**config.mk**
```make
export PLATFORM = sky130hd
export DESIGN_NAME = adc_serial_fifo_sequencer
export DESIGN_NICKNAME = d
export VERILOG_FILES = /design/src/design/adc_seq_pkg.sv /design/src/design/fifo_if.sv /design/src/design/fifo_store.sv /design/src/design/adc_serial_fifo_sequencer.sv
export SDC_FILE = /design/constraint.sdc
export NUM_CORES = 1
export LEC_CHECK = 0
export BUFFER_PORTS_ARGS = -buffer_cell sky130_fd_sc_hd__buf_2
export CORE_ASPECT_RATIO = 2
export CORE_MARGIN = 10
export CORE_UTILIZATION = 30
export CTS_CLUSTER_DIAMETER = 120
export DETAILED_ROUTE_END_ITERATION = 16
export GPL_ROUTABILITY_DRIVEN = 0
export MAX_ROUTING_LAYER = met4
export SYNTH_ARGS = -nofsm -noshare
export SYNTH_HDL_FRONTEND = slang
export SYNTH_SLANG_ARGS = --single-unit
```
**constraint.sdc**
```tcl
create_clock -name sys_clk -period 3.8 [get_ports sys_clk]
set_clock_uncertainty 0.1 [all_clocks]
set_input_delay 0.95 -clock sys_clk [delete_from_list [all_inputs] [get_ports sys_clk]]
set_output_delay 0.95 -clock sys_clk [all_outputs]
set_load 0.02 [all_outputs]
```
**src/design/adc_seq_pkg.sv**
```systemverilog
package adc_seq_pkg;

  ////////////////////////////////////////////////////////////////////////////
  // Widths
  localparam int RES_W       = 12;
  localparam int FRAME_W     = 16;
  localparam int FIFO_DEPTH  = 8;
  localparam int FIFO_CNT_W  = 4;

  ////////////////////////////////////////////////////////////////////////////
  // Serial frame geometry
  localparam logic [4:0] CMD_BITS   = 5'h04;
  localparam logic [4:0] FRAME_BITS = 5'h10;

  // Command nibbles; 0x0..0x7 select a channel
  localparam logic [3:0] CMD_SW_PD   = 4'h8;
  localparam logic [3:0] CMD_RD_CFG  = 4'h9;
  localparam logic [3:0] CMD_WR_CFG  = 4'hA;
  localparam logic [3:0] CMD_RD_FIFO = 4'hE;
  localparam logic [15:0] SW_PD_WORD = 16'h8000;

  ////////////////////////////////////////////////////////////////////////////
  // Configuration register layout and reset value
  localparam logic [11:0] CFG_RESET      = 12'h000;
  localparam int          CFG_REF_INT    = 11;
  localparam int          CFG_EXT_SAMP   = 10;
  localparam int          CFG_SWEEP_LSB  = 8;
  localparam int          CFG_EOC_SEL    = 7;
  localparam int          CFG_MODE_LSB   = 5;
  localparam int          CFG_CLKSRC_LSB = 3;
  localparam int          CFG_DEPTH_LSB  = 0;

  // Conversion clock source codes
  localparam logic [1:0] CLK_INTERNAL = 2'h0;
  localparam logic [1:0] CLK_SCLK_DIV1 = 2'h1;
  localparam logic [1:0] CLK_SCLK_DIV2 = 2'h2;

  // Thresholds for depth codes 00..11 (full, 3/4, 1/2, 1/4), single shot
  localparam logic [3:0] THR_D0     = 4'h8;
  localparam logic [3:0] THR_D1     = 4'h6;
  localparam logic [3:0] THR_D2     = 4'h4;
  localparam logic [3:0] THR_D3     = 4'h2;
  localparam logic [3:0] THR_SINGLE = 4'h1;

  ////////////////////////////////////////////////////////////////////////////
  // Timing
  localparam logic [3:0] CONV_CLKS    = 4'hE;
  localparam int         CLK_PERIOD_NS = 4;
  localparam int         EOC_PULSE_NS  = 100;
  localparam int         EOC_PULSE_CYC = (EOC_PULSE_NS + CLK_PERIOD_NS - 1) / CLK_PERIOD_NS;
  localparam logic [1:0] LOAD_DELAY    = 2'h2;

  ////////////////////////////////////////////////////////////////////////////
  // Types
  typedef enum logic [1:0] {MODE_SINGLE, MODE_REPEAT, MODE_SWEEP, MODE_RPT_SWEEP} mode_type;
  typedef enum logic [1:0] {CV_IDLE, CV_ARMED, CV_RUN} conv_state_type;

endpackage

```
**src/design/fifo_if.sv**
```systemverilog
`timescale 1ns/10ps
interface fifo_if #(
  parameter int WIDTH = 12,
  parameter int CNT_W = 4
);
  logic             push;
  logic [WIDTH-1:0] push_data;
  logic             pop;
  logic             clear;
  logic [WIDTH-1:0] head_data;
  logic [CNT_W-1:0] count;

  modport owner (output push, push_data, pop, clear, input head_data, count);
  modport store (input push, push_data, pop, clear, output head_data, count);
endinterface

```
**src/design/fifo_store.sv**
```systemverilog
`timescale 1ns/10ps
module fifo_store #(
  parameter int WIDTH = 12,
  parameter int DEPTH = 8,
  parameter int CNT_W = 4
) (
  input  wire logic sys_clk,
  input  wire logic nrst,
  fifo_if.store     f
);
  localparam int PW = $clog2(DEPTH);

  logic [WIDTH-1:0] mem_r [DEPTH];
  logic [PW-1:0]    wr_ptr_r;
  logic [PW-1:0]    rd_ptr_r;
  logic [CNT_W-1:0] count_r;
  logic [WIDTH-1:0] head_r;
  logic             do_push;
  logic             do_pop;

  // Full and empty guard the pointers; clear wins over both
  assign do_push = f.push & (count_r != CNT_W'(DEPTH));
  assign do_pop  = f.pop & (count_r != '0);

  // Pointers and occupancy
  always_ff @(posedge sys_clk) begin
    if (!nrst || f.clear) begin
      wr_ptr_r <= '0;
      rd_ptr_r <= '0;
      count_r  <= '0;
    end else begin
      if (do_push) wr_ptr_r <= wr_ptr_r + 1'b1;
      if (do_pop) rd_ptr_r <= rd_ptr_r + 1'b1;
      count_r <= count_r + CNT_W'(do_push) - CNT_W'(do_pop);
    end
  end

  // Storage, no reset needed on data
  always_ff @(posedge sys_clk) begin
    if (do_push && !f.clear) mem_r[wr_ptr_r] <= f.push_data;
  end

  // Registered oldest entry, one cycle behind the read pointer
  always_ff @(posedge sys_clk) begin
    head_r <= mem_r[rd_ptr_r];
  end

  assign f.head_data = head_r;
  assign f.count     = count_r;
endmodule

```
**src/design/adc_serial_fifo_sequencer.sv**
```systemverilog
`timescale 1ns/10ps
module adc_serial_fifo_sequencer (
  input  wire logic                           sys_clk,
  input  wire logic                           nrst,
  input  wire logic                           sclk_in,
  input  wire logic                           cs_n_in,
  input  wire logic                           frame_sync_in,
  input  wire logic                           sdi_in,
  input  wire logic                           sample_trigger_in_n,
  input  wire logic                           pwdn_n_in,
  input  wire logic                           onchip_timebase,
  input  wire logic [adc_seq_pkg::RES_W-1:0]  result_in,
  output logic                                sdo_out,
  output logic                                sdo_oe,
  output logic                                eoc_int_n_out,
  output logic                                conv_start_out,
  output logic [2:0]                          conv_chan_out,
  output logic                                auto_pd_out,
  output logic                                power_down_out,
  output logic [adc_seq_pkg::RES_W-1:0]       config_out
);
  import adc_seq_pkg::*;

  ////////////////////////////////////////////////////////////////////////////
  // Declarations
  logic        sclk_q_r, cs_n_q_r, fs_q_r, trig_n_q_r, tb_q_r;
  logic        sclk_rise, sclk_fall, cs_act, cs_fall, fs_rise;
  logic        trig_fall, trig_rise, tb_rise;
  logic [11:0] config_register_r;
  mode_type    mode;
  logic        fifo_mode, ref_int, ext_samp, eoc_sel;
  logic [1:0]  sweep_sel, clk_src, depth_sel;
  logic [3:0]  threshold;
  logic [4:0]  bit_cnt_r;
  logic [15:0] shift_in_r, shift_out_r, word_now;
  logic [3:0]  cmd_r, cmd_now;
  logic        rise_in_frame, frame_start, at_decode, at_end;
  logic        sdo_r, sdo_oe_r, next_rd;
  logic [1:0]  load_dly_r;
  logic        load_now, sel_end, pop_now;
  logic        thr_hit, thr_hit_q_r, after_int_r, clear_pend_r;
  logic        clear_set, fifo_clear;
  conv_state_type state_r;
  logic [3:0]  tick_cnt_r;
  logic [1:0]  div_cnt_r, div_last;
  logic        conv_tick, conv_done, start_pend_r, start_set, start_go;
  logic [2:0]  sel_chan_r, sweep_idx_r, sweep_last, start_chan, conv_chan_r;
  logic        conv_start_r;
  logic [11:0] buf0_r, buf1_r;
  logic [1:0]  buf_cnt_r;
  logic        buf_push, buf_pop, buf_wsel, buf_room;
  logic [5:0]  eoc_cnt_r;
  logic        eoc_int_n_r, auto_pd_r, sw_pd_r, pd_any, pd_q_r, pd_enter;

  fifo_if #(.WIDTH(RES_W), .CNT_W(FIFO_CNT_W)) fq ();

  ////////////////////////////////////////////////////////////////////////////
  // Pin edge tracking; pins are already synchronous to sys_clk
  always_ff @(posedge sys_clk) begin
    if (!nrst) begin
      sclk_q_r   <= 1'b0;
      cs_n_q_r   <= 1'b1;
      fs_q_r     <= 1'b0;
      trig_n_q_r <= 1'b1;
      tb_q_r     <= 1'b0;
    end else begin
      sclk_q_r   <= sclk_in;
      cs_n_q_r   <= cs_n_in;
      fs_q_r     <= frame_sync_in;
      trig_n_q_r <= sample_trigger_in_n;
      tb_q_r     <= onchip_timebase;
    end
  end

  // Edge decode
  assign sclk_rise = sclk_in & ~sclk_q_r;
  assign sclk_fall = ~sclk_in & sclk_q_r;
  assign cs_act    = ~cs_n_in;
  assign cs_fall   = cs_n_q_r & ~cs_n_in;
  assign fs_rise   = frame_sync_in & ~fs_q_r;
  assign trig_fall = trig_n_q_r & ~sample_trigger_in_n;
  assign trig_rise = ~trig_n_q_r & sample_trigger_in_n;
  assign tb_rise   = onchip_timebase & ~tb_q_r;

  ////////////////////////////////////////////////////////////////////////////
  // Configuration fields
  assign mode      = mode_type'(config_register_r[CFG_MODE_LSB +: 2]);
  assign fifo_mode = (mode != MODE_SINGLE);
  assign ref_int   = config_register_r[CFG_REF_INT];
  assign ext_samp  = config_register_r[CFG_EXT_SAMP];
  assign eoc_sel   = config_register_r[CFG_EOC_SEL];
  assign sweep_sel = config_register_r[CFG_SWEEP_LSB +: 2];
  assign clk_src   = config_register_r[CFG_CLKSRC_LSB +: 2];
  assign depth_sel = config_register_r[CFG_DEPTH_LSB +: 2];

  // Threshold; single shot overrides the depth bits
  assign threshold = (mode == MODE_SINGLE) ? THR_SINGLE :
                     (depth_sel == 2'h0)   ? THR_D0 :
                     (depth_sel == 2'h1)   ? THR_D1 :
                     (depth_sel == 2'h2)   ? THR_D2 : THR_D3;
  assign thr_hit = (fq.count >= threshold);

  ////////////////////////////////////////////////////////////////////////////
  // Serial frame decode
  assign frame_start   = cs_fall | (cs_act & fs_rise);
  assign rise_in_frame = sclk_rise & cs_act;
  assign at_decode     = rise_in_frame & (bit_cnt_r == CMD_BITS - 5'h01);
  assign at_end        = rise_in_frame & (bit_cnt_r == FRAME_BITS - 5'h01);
  assign cmd_now       = {shift_in_r[2:0], sdi_in};
  assign word_now      = {shift_in_r[14:0], sdi_in};
  assign sel_end       = at_end & ~cmd_r[3];
  assign pop_now       = at_end & (cmd_r == CMD_RD_FIFO) & (fq.count != '0);

  // Bit counter wraps after 16 so frames can run back to back
  always_ff @(posedge sys_clk) begin
    if (!nrst || frame_start) begin
      bit_cnt_r <= '0;
    end else if (rise_in_frame) begin
      bit_cnt_r <= at_end ? 5'h00 : bit_cnt_r + 5'h01;
    end
  end

  // Input shift and command capture
  always_ff @(posedge sys_clk) begin
    if (!nrst) begin
      shift_in_r <= '0;
      cmd_r      <= CMD_SW_PD;
    end else begin
      if (rise_in_frame) shift_in_r <= word_now;
      if (at_decode) cmd_r <= cmd_now;
    end
  end

  // Configuration register survives every power-down
  always_ff @(posedge sys_clk) begin
    if (!nrst) begin
      config_register_r <= CFG_RESET;
    end else if (at_end && cmd_r == CMD_WR_CFG) begin
      config_register_r <= word_now[11:0];
    end
  end

  ////////////////////////////////////////////////////////////////////////////
  // Read-out path
  // Preload waits two cycles so the registered head reflects a pop
  assign next_rd  = (frame_start & after_int_r & fifo_mode)
                  | (at_end & (cmd_r == CMD_RD_FIFO) & frame_sync_in);
  assign load_now = load_dly_r[1];

  always_ff @(posedge sys_clk) begin
    if (!nrst) begin
      load_dly_r <= '0;
    end else begin
      load_dly_r <= {load_dly_r[0], next_rd};
    end
  end

  // Output shifter; the fall after a frame's last rise is skipped so a reload keeps its MSB
  always_ff @(posedge sys_clk) begin
    if (!nrst) begin
      sdo_r       <= 1'b0;
      shift_out_r <= '0;
    end else if (load_now && fq.count != '0) begin
      sdo_r       <= fq.head_data[11];
      shift_out_r <= {fq.head_data[10:0], 5'h00};
    end else if (at_decode && cmd_now == CMD_RD_CFG && !fifo_mode) begin
      shift_out_r <= {config_register_r, 4'h0};
    end else if (sclk_fall && cs_act && bit_cnt_r != 5'h00) begin
      sdo_r       <= shift_out_r[15];
      shift_out_r <= {shift_out_r[14:0], 1'b0};
    end
  end

  // Output enable
  always_ff @(posedge sys_clk) begin
    if (!nrst || !cs_act) begin
      sdo_oe_r <= 1'b0;
    end else if (load_now && fq.count != '0) begin
      sdo_oe_r <= 1'b1;
    end else if (at_decode) begin
      if (cmd_now == CMD_RD_CFG) begin
        sdo_oe_r <= !fifo_mode;
      end else if (cmd_now != CMD_RD_FIFO) begin
        sdo_oe_r <= 1'b0;
      end
    end else if (at_end) begin
      sdo_oe_r <= 1'b0;
    end
  end

  ////////////////////////////////////////////////////////////////////////////
  // Interrupt service tracking
  // After an interrupt in repeat sweep, any command other than a FIFO read drops the stale results
  assign clear_set = (at_decode & after_int_r & (mode == MODE_RPT_SWEEP)
                      & (cmd_now != CMD_RD_FIFO))
                   | (trig_fall & after_int_r & (mode == MODE_RPT_SWEEP))
                   | (sel_end & ~fifo_mode);
  assign fifo_clear = (clear_pend_r & buf_cnt_r != 2'h0) | pd_enter;

  // Set wins over clear for both flags
  always_ff @(posedge sys_clk) begin
    if (!nrst) begin
      thr_hit_q_r  <= 1'b0;
      after_int_r  <= 1'b0;
      clear_pend_r <= 1'b0;
    end else begin
      thr_hit_q_r <= thr_hit;
      if (thr_hit && !thr_hit_q_r && fifo_mode) begin
        after_int_r <= 1'b1;
      end else if (at_decode || pd_enter) begin
        after_int_r <= 1'b0;
      end
      if (clear_set) begin
        clear_pend_r <= 1'b1;
      end else if (fifo_clear) begin
        clear_pend_r <= 1'b0;
      end
    end
  end

  ////////////////////////////////////////////////////////////////////////////
  // Conversion clock
  assign div_last  = (clk_src == CLK_SCLK_DIV1) ? 2'h0 :
                     (clk_src == CLK_SCLK_DIV2) ? 2'h1 : 2'h3;
  assign conv_tick = (clk_src == CLK_INTERNAL) ? tb_rise
                   : (sclk_rise & (div_cnt_r == div_last));

  always_ff @(posedge sys_clk) begin
    if (!nrst) begin
      div_cnt_r <= '0;
    end else if (sclk_rise) begin
      div_cnt_r <= (div_cnt_r == div_last) ? 2'h0 : div_cnt_r + 2'h1;
    end
  end

  ////////////////////////////////////////////////////////////////////////////
  // Conversion triggers; reads and writes never raise one
  assign start_set = (sel_end & ~(~fifo_mode & ext_samp))
                   | (trig_fall & cs_n_in & fifo_mode & ref_int)
                   | ((state_r == CV_ARMED) & trig_rise);
  assign buf_room  = (buf_cnt_r != 2'h2);
  assign start_go  = (start_pend_r | start_set) & buf_room & ~pd_any
                   & (state_r != CV_RUN);
  assign conv_done = (state_r == CV_RUN) & conv_tick
                   & (tick_cnt_r == CONV_CLKS - 4'h1);
  assign start_chan = (mode == MODE_SWEEP || mode == MODE_RPT_SWEEP)
                    ? sweep_idx_r : (sel_end ? cmd_r[2:0] : sel_chan_r);
  assign sweep_last = (sweep_sel == 2'h0) ? 3'h1 :
                      (sweep_sel == 2'h1) ? 3'h3 : 3'h7;

  // A trigger that finds the buffer full waits here instead of being lost
  always_ff @(posedge sys_clk) begin
    if (!nrst || pd_enter) begin
      start_pend_r <= 1'b0;
    end else if (start_go) begin
      start_pend_r <= 1'b0;
    end else if (start_set) begin
      start_pend_r <= 1'b1;
    end
  end

  // Conversion sequencer
  always_ff @(posedge sys_clk) begin
    if (!nrst || pd_enter) begin
      state_r    <= CV_IDLE;
      tick_cnt_r <= '0;
    end else begin
      unique case (state_r)
        CV_IDLE: begin
          if (start_go) begin
            state_r <= CV_RUN;
          end else if (sel_end && !fifo_mode && ext_samp) begin
            state_r <= CV_ARMED;
          end
          tick_cnt_r <= '0;
        end
        CV_ARMED: begin
          if (start_go) state_r <= CV_RUN;
          tick_cnt_r <= '0;
        end
        CV_RUN: begin
          if (conv_done) begin
            state_r    <= CV_IDLE;
            tick_cnt_r <= '0;
          end else if (conv_tick) begin
            tick_cnt_r <= tick_cnt_r + 4'h1;
          end
        end
      endcase
    end
  end

  // Channel selection and sweep position
  always_ff @(posedge sys_clk) begin
    if (!nrst) begin
      sel_chan_r   <= '0;
      sweep_idx_r  <= '0;
      conv_chan_r  <= '0;
      conv_start_r <= 1'b0;
    end else begin
      conv_start_r <= start_go;
      if (sel_end) sel_chan_r <= cmd_r[2:0];
      if (start_go) conv_chan_r <= start_chan;
      if (pd_enter) begin
        sweep_idx_r <= '0;
      end else if (start_go && (mode == MODE_SWEEP || mode == MODE_RPT_SWEEP)) begin
        sweep_idx_r <= (sweep_idx_r >= sweep_last) ? 3'h0 : sweep_idx_r + 3'h1;
      end
    end
  end

  ////////////////////////////////////////////////////////////////////////////
  // Two-entry buffer between converter and FIFO
  assign buf_push = conv_done;
  assign buf_pop  = (buf_cnt_r != 2'h0) & ~clear_pend_r & ~pd_enter
                  & (fq.count != FIFO_CNT_W'(FIFO_DEPTH));
  assign buf_wsel = (buf_cnt_r == 2'h0) | ((buf_cnt_r == 2'h1) & buf_pop);

  always_ff @(posedge sys_clk) begin
    if (!nrst || pd_enter) begin
      buf_cnt_r <= '0;
    end else begin
      buf_cnt_r <= buf_cnt_r + {1'b0, buf_push} - {1'b0, buf_pop};
    end
  end

  // Data lanes; a push into the vacated slot overrides the shift
  always_ff @(posedge sys_clk) begin
    if (buf_pop) buf0_r <= buf1_r;
    if (buf_push && buf_wsel) buf0_r <= result_in;
    if (buf_push && !buf_wsel) buf1_r <= result_in;
  end

  // FIFO hookup
  assign fq.push      = buf_pop;
  assign fq.push_data = buf0_r;
  assign fq.pop       = pop_now;
  assign fq.clear     = fifo_clear;

  fifo_store #(.WIDTH(RES_W), .DEPTH(FIFO_DEPTH), .CNT_W(FIFO_CNT_W)) u_store (
    .sys_clk (sys_clk),
    .nrst    (nrst),
    .f       (fq)
  );

  ////////////////////////////////////////////////////////////////////////////
  // Shared done / interrupt output, active low
  always_ff @(posedge sys_clk) begin
    if (!nrst) begin
      eoc_cnt_r   <= '0;
      eoc_int_n_r <= 1'b1;
    end else begin
      if (conv_done && !fifo_mode && eoc_sel) begin
        eoc_cnt_r <= 6'(EOC_PULSE_CYC);
      end else if (eoc_cnt_r != '0) begin
        eoc_cnt_r <= eoc_cnt_r - 6'h01;
      end
      if (!fifo_mode && eoc_sel) begin
        eoc_int_n_r <= (eoc_cnt_r == '0);
      end else begin
        eoc_int_n_r <= ~thr_hit;
      end
    end
  end

  ////////////////////////////////////////////////////////////////////////////
  // Power management
  assign pd_any   = sw_pd_r | ~pwdn_n_in;
  assign pd_enter = pd_any & ~pd_q_r;

  // Software power-down ends on the next select fall or trigger fall
  always_ff @(posedge sys_clk) begin
    if (!nrst) begin
      sw_pd_r   <= 1'b0;
      pd_q_r    <= 1'b0;
      auto_pd_r <= 1'b1;
    end else begin
      pd_q_r <= pd_any;
      if (at_end && cmd_r == CMD_SW_PD && word_now == SW_PD_WORD) begin
        sw_pd_r <= 1'b1;
      end else if (cs_fall || trig_fall) begin
        sw_pd_r <= 1'b0;
      end
      // One cycle to wake, far inside half a serial clock
      auto_pd_r <= ~(cs_act | ~sample_trigger_in_n | start_pend_r
                     | (state_r != CV_IDLE));
    end
  end

  ////////////////////////////////////////////////////////////////////////////
  // Outputs
  assign sdo_out        = sdo_r;
  assign sdo_oe         = sdo_oe_r;
  assign eoc_int_n_out  = eoc_int_n_r;
  assign conv_start_out = conv_start_r;
  assign conv_chan_out  = conv_chan_r;
  assign auto_pd_out    = auto_pd_r;
  assign power_down_out = pd_q_r;
  assign config_out     = config_register_r;
endmodule

```
# Yosys cells after proc, flatten, opt, wreduce, memory -nomap -nowiden
# Memories as Yosys holds them, arrays and structs flattened. A register that Yosys moved wholly into a read port is not among the register bits.
# Cells that the tools add are included.
dict set report totals {
  reg_bits 125
  mem_bits_rw 96
  out_inout_bits 21
  wordCells 261
  memories 1
}
dict set report classes {
  addsub 11
  magnitude_cmp 2
  n_eq_ne 29
  mux 46
  n_bitwise 74
  n_reduce_logical 61
}
# memory words width read_ports rd_ports_with_merged_regs wr line
set mem_list {}
lappend mem_list {u_store.mem_r 8 12 1 1 1 fifo_store.sv:13} ;# logic [WIDTH-1:0] mem_r [DEPTH];
# op count
set op_table {}
lappend op_table {{16-bit two-way mux} 3}
lappend op_table {{1-bit AND} 43}
lappend op_table {{12-bit two-way mux} 2}
lappend op_table {{3-bit two-way mux} 7}
lappend op_table {{4-bit equality test (second input constant)} 5}
lappend op_table {{2-bit nonzero test} 10}
lappend op_table {{1-bit logical AND} 19}
lappend op_table {{1-bit two-way mux} 18}
lappend op_table {{1-bit NOT} 18}
lappend op_table {{16-bit equality test (second input constant)} 1}
lappend op_table {{4-bit two-way mux} 4}
lappend op_table {{5-bit two-way mux} 3}
lappend op_table {{2-bit two-way mux} 7}
lappend op_table {{1-bit OR} 13}
lappend op_table {{2-bit zero test} 6}
lappend op_table {{2-bit by 1-bit equality test with 1-bit output (second input constant)} 5}
lappend op_table {{2-bit equality test (second input constant)} 5}
lappend op_table {{2-bit inequality test (second input constant)} 5}
lappend op_table {{2-bit OR reduction} 5}
lappend op_table {{3-bit by 1-bit adder with 3-bit output (second input constant)} 3}
lappend op_table {{4-bit inequality test (second input constant)} 2}
lappend op_table {{4-bit case mux with 2 select lines} 1}
lappend op_table {{1-bit logical OR} 7}
lappend op_table {{6-bit zero test} 1}
lappend op_table {{23 further kinds} 30}

# Longest topological paths before layout
dict set report depth {
  ltp_word 14
  depth_mapped 13
  mapped_depth_nobuf 12
}

# Modules after synthesis
# Synthesis repeated with hierarchy kept, for this count alone.
dict set report hier_totals {
  cells_unflattened 749
  area_unflattened_um2 9758.1
}
# mod instances cells_each area_each_um2 seq_area_each_um2
set modules_own_cells {}
lappend modules_own_cells {adc_serial_fifo_sequencer 1 522 5208.7 2542.4}
lappend modules_own_cells {fifo_store 1 227 4549.4 3323.2}

# Least setup slack after synthesis
# OpenSTA, ideal clock, no wires.
dict set report synth_path {
  path_kind {input to register}
  startpoint {in cs_n_in}
  endpoint {reg u_store.count_r[2], in the netlist u_store.f.count[2]}
  setup_time_ps 123
  arrival_time_ps 2880
  slack_ps 698
  cell_stages 11
  cell_sequence {buf_6 nand4bb_1 buf_4 a2111oi_4 ha_1 inv_1 ha_1 inv_1 fa_1 xor2_1 nor2_1}
}
dict set report synth_between {
  elab_chain_cells 7
}
# element line
set synth_rtl {}
lappend synth_rtl {{start, declared} adc_serial_fifo_sequencer.sv:6} ;# input wire logic cs_n_in,
lappend synth_rtl {{1-bit NOT} adc_serial_fifo_sequencer.sv:78} ;# assign cs_act = ~cs_n_in;
lappend synth_rtl {{1-bit AND} adc_serial_fifo_sequencer.sv:106} ;# assign rise_in_frame = sclk_rise & cs_act;
lappend synth_rtl {{1-bit AND} adc_serial_fifo_sequencer.sv:108} ;# assign at_end = rise_in_frame & (bit_cnt_r == FRAME_BITS - 5'h01);
lappend synth_rtl {{1-bit AND (2 in a row)} adc_serial_fifo_sequencer.sv:112} ;# assign pop_now = at_end & (cmd_r == CMD_RD_FIFO) & (fq.count != '0);
lappend synth_rtl {{1-bit AND} fifo_store.sv:23} ;# assign do_pop = f.pop & (count_r != '0);
lappend synth_rtl {{net u_store.do_pop} fifo_store.sv:19} ;# logic do_pop;
lappend synth_rtl {{4-bit by 1-bit subtractor with 4-bit output} fifo_store.sv:34} ;# count_r <= count_r + CNT_W'(do_push) - CNT_W'(do_pop);
lappend synth_rtl {{end signal, assigned} fifo_store.sv:34}
lappend synth_rtl {{end, declared} fifo_store.sv:16} ;# logic [CNT_W-1:0] count_r;
# The timed path passes the listed nets, and every way through them passes these cells.
# A chain may end at the register's enable or synchronous reset.

# Final worst setup path
dict set report layout_path {
  startpoint {reg bit_cnt_r[0]}
  endpoint {reg u_store.count_r[2], in the netlist u_store.f.count[2]}
}
dict set report layout_between {
  elab_chain_cells 6
}
# element line
set layout_rtl {}
lappend layout_rtl {{start, declared} adc_serial_fifo_sequencer.sv:34} ;# logic [4:0] bit_cnt_r;
lappend layout_rtl {{start signal, assigned} adc_serial_fifo_sequencer.sv:119} ;# bit_cnt_r <= at_end ? 5'h00 : bit_cnt_r + 5'h01;
lappend layout_rtl {{5-bit by 4-bit equality test with 1-bit output} adc_serial_fifo_sequencer.sv:108}
lappend layout_rtl {{1-bit AND} adc_serial_fifo_sequencer.sv:108}
lappend layout_rtl {{1-bit AND (2 in a row)} adc_serial_fifo_sequencer.sv:112}
lappend layout_rtl {{1-bit AND} fifo_store.sv:23}
lappend layout_rtl {{net u_store.do_pop} fifo_store.sv:19}
lappend layout_rtl {{4-bit by 1-bit subtractor with 4-bit output} fifo_store.sv:34}
# The timed path passes the listed nets, and every way through them passes these cells.

==> metrics.cfg <==
[yosys]
avgSynthCellArea_um2 = 12.86
ys.flop_type = edfxtp_1
synth_area_leader_cell = edfxtp_1
synth_most_common_cell = edfxtp_1
yosys_warnings = 0
synthesis.area_um2 = 9643
synth_seq_cells = 233
synth_edf_count = 120
ys_types = 76
yosysSeqAreaShare_pct = 60.83
async_flop_share_pct = 0
synth_fp_nets = 802
synth_top_cell_area_share_pct = 37.37
synth_area_leaders = edfxtp_1, dfxtp_1, mux4_2, ha_1, nand2_1
synthTopCellsByCount = edfxtp_1, dfxtp_1, nand2_1, a21oi_1, nor2_1
syn_inst = 750

[cells_and_area]
num-fill-cells = 3103
diodes = 0
syn_to_final_growth_pct = 14.95
fin_nets = 853
layout-drive-gt1-share_pct = 20.49
design_area_um2 = 11080

[critical_path]
timing.rr.start = bit_cnt_r[0]
cp-end-kind = flop
path_class = flop to flop
crit_start = bit_cnt_r[0]
path_max_fanout = 4
required_ns = 4.12
startpoint_type = flop
arrival_ns = 3.31

[die]
ios = 42
core_area_um2 = 31660
fp.dieH_um = 273.6
die_area_um2 = 40150
die_x_um = 146.8
rows = 92
start_util_pct = 30.46

[drt]
post_drt_wl_per_cell_um = 17.65
via_per_inst = 4.797
totalWireLength_mm = 21.85
first_iter_violations = 373
num_vias = 5939
drc = 0
ant_nets = 0
drt-pass1-iter-count = 4

[sta]
fin_crit_ns = 2.990
finalCritPeriodShare_pct = 78.68
max_freq_ghz = 0.3345
hold_violations = 0
worst_pin_slew_ns = 0.7646
tns_ns = 0
setup_violations = 0
max_slew_margin_pct = 48.96
drv_slew = 0
worst_slack_ns = 0.8101
rsz0062_at_grt = false

[cts]
cts_made_buffers = 23
htreeDepth = 1
cts_hold_buffers = 0
cts_tree = built
clock_latency_ns = 0.54
cts_sinks = 233
cts_resized = 0
cts_buffer_depth = 3
root_buffer = clkbuf_16
post_cts_buffers = 0
path_clk_slew_ns = 0.07

[global_routing]
grt_pass1_wl_mm = 34.29
grt-ovfl-total = 0
antenna_found_initial = 0
grt_max_degree = 49
grt_usage_pct = 11.15
grt_pass1_vias = 6221

[worst_hold_path]
min_path_type = flop to flop
hold_start = thr_hit_q_r

[status]
run_status = complete, no violations

[power]
intPower_uw = 3989
seq_power_share_pct = 52.2
power_frac_comb_pct = 4.3
ir_drop_mv = 0.2891
sw_frac_of_total_pct = 22.16
power_uw = 5125
p_leak_uw = 0.003855
switchingPower_uw = 1136
powerDensity_nw_per_um2 = 462.4
pwr-share-clk_pct = 43.6

[placement]
pre_cts_ws_ns = 0.5041
place_area_um2 = 10360
port_buffers = 41
detailed_place_hpwl_mm = 15.48

[job]
drv_cap = 0

routing by layer:
layer  vias up  routed length, µm  global-route usage (%)  share of wire (%)
li1       2858                  -                       -                  -
met3        59                657                   1.440                3.0
met1      2893               7754                   10.11                 35
met4         0               1350                   8.016                6.2
met2       129              12090                   20.81                 55
met5         -                  0                       -                  0
power groups by stage:
stage | Combinational [µW] | Clock [µW] | Sequential (µW)
2_1_floorplan | 166 | 0 | 2720
3_3_place_gp | 218 | 0 | 2730
3_5_place_dp | 223 | 0 | 2730
4_1_cts | 224 | 2300 | 2670
5_1_grt | 250 | 2380 | 2680
6_report | 218 | 2230 | 2670
critical path: stages (launching register included):
cell and delay, ns:
dfxtp_1 0.38, ha_1 0.19, and3_1 0.17, ha_1 0.16, nand4bb_1 0.19, a2111oi_4 0.52
ha_1 0.32, inv_1 0.06, ha_1 0.16, inv_1 0.06, fa_1 0.38, xor2_1 0.15
nor2_1 0.05
final timing paths:
| check | endpoint | cells after the start | slack [ns] |
|---|---|---|---|
| worst max register to register | u_store.f.count[2] | 12 | 0.81 |
| worst max-delay path | u_store.f.count[2] | 12 | 0.81 |
| worst min register to register | after_int_r | 1 | 0.33 |
| worst min-delay path | after_int_r | 1 | 0.33 |
flip-flops by register name, indices dropped and copies added (netlist names), 3 cells and up:
| signal | count |
|---|---|
| bit_cnt_r | 5 |
| buf0_r | 12 |
| buf1_r | 12 |
| cmd_r | 4 |
| config_out | 12 |
| conv_chan_out | 3 |
| eoc_cnt_r | 6 |
| sel_chan_r | 3 |
| shift_in_r | 15 |
| shift_out_r | 12 |
| sweep_idx_r | 3 |
| tick_cnt_r | 4 |
| u_store.f.count | 4 |
| u_store.f.head_data | 12 |
| u_store.mem_r | 96 |
| u_store.rd_ptr_r | 3 |
| u_store.wr_ptr_r | 3 |
cells by family (layout without fill, tap and decap cells):
group / after synthesis / count (layout) / share of synthesized area (%)
compound gates: 124 / 124 / 9.277
xor+xnor: 16 / 16 / 1.453
fa+ha+maj: 31 / 31 / 4.100
buf+inv: 64 / 129 / 2.842
flops: 233 / 233 / 60.83
mux: 61 / 61 / 10.11
simple gates: 221 / 221 / 11.39
stage by stage:
| step | hold slack (ns) | util (%) | std cells |
|---|---|---|---|
| 2_1_floorplan | 0.3009 | - | 750 |
| 3_3_place_gp | 0.3059 | 32.73 | 1199 |
| 3_5_place_dp | 0.3187 | 32.73 | 1199 |
| 4_1_cts | 0.3284 | 35.02 | 1238 |
| 5_1_grt | 0.3575 | 35.02 | 1238 |
| 6_report | 0.3273 | 35.02 | 1238 |
cell type report:
type	count	area [µm²]	share of cell area, %
Clock inverter	15	145.1	1.309
Inverter	31	121.4	1.095
Multi-Input combinational cell	453	3503	31.61
Tap cell	423	529.3	4.775
Clock buffer	24	579.3	5.226
Timing Repair Buffer	59	340.3	3.070
Sequential cell	233	5866	52.92
cells in the final DEF (no fill, tap or decap), types with 4 or more instances in the layout:
cell type,netlist,routed
edfxtp_1,120,120
o221ai_1,9,9
mux4_2,24,24
a21o_1,6,6
o21ai_1,3,4
nor2b_1,5,5
xor2_1,8,8
ha_1,30,30
mux2_2,15,15
o22ai_1,9,9
nand3b_1,5,5
mux2_4,9,9
nand4_1,5,5
a21oi_1,56,56
mux2i_1,13,13
nor4_1,4,4
nor3_1,8,8
nand2b_1,10,10
and2_1,7,7
o21ai_0,5,4
nand2_1,77,77
nand3_1,25,25
clkbuf_16,0,23
or3_1,6,6
dfxtp_1,113,113
xnor2_1,8,8
nor2_1,48,48
buf_4,1,18
inv_1,29,29
a211o_1,5,5
buf_2,8,41
No activity file was read; power rests on OpenSTA's default activity.
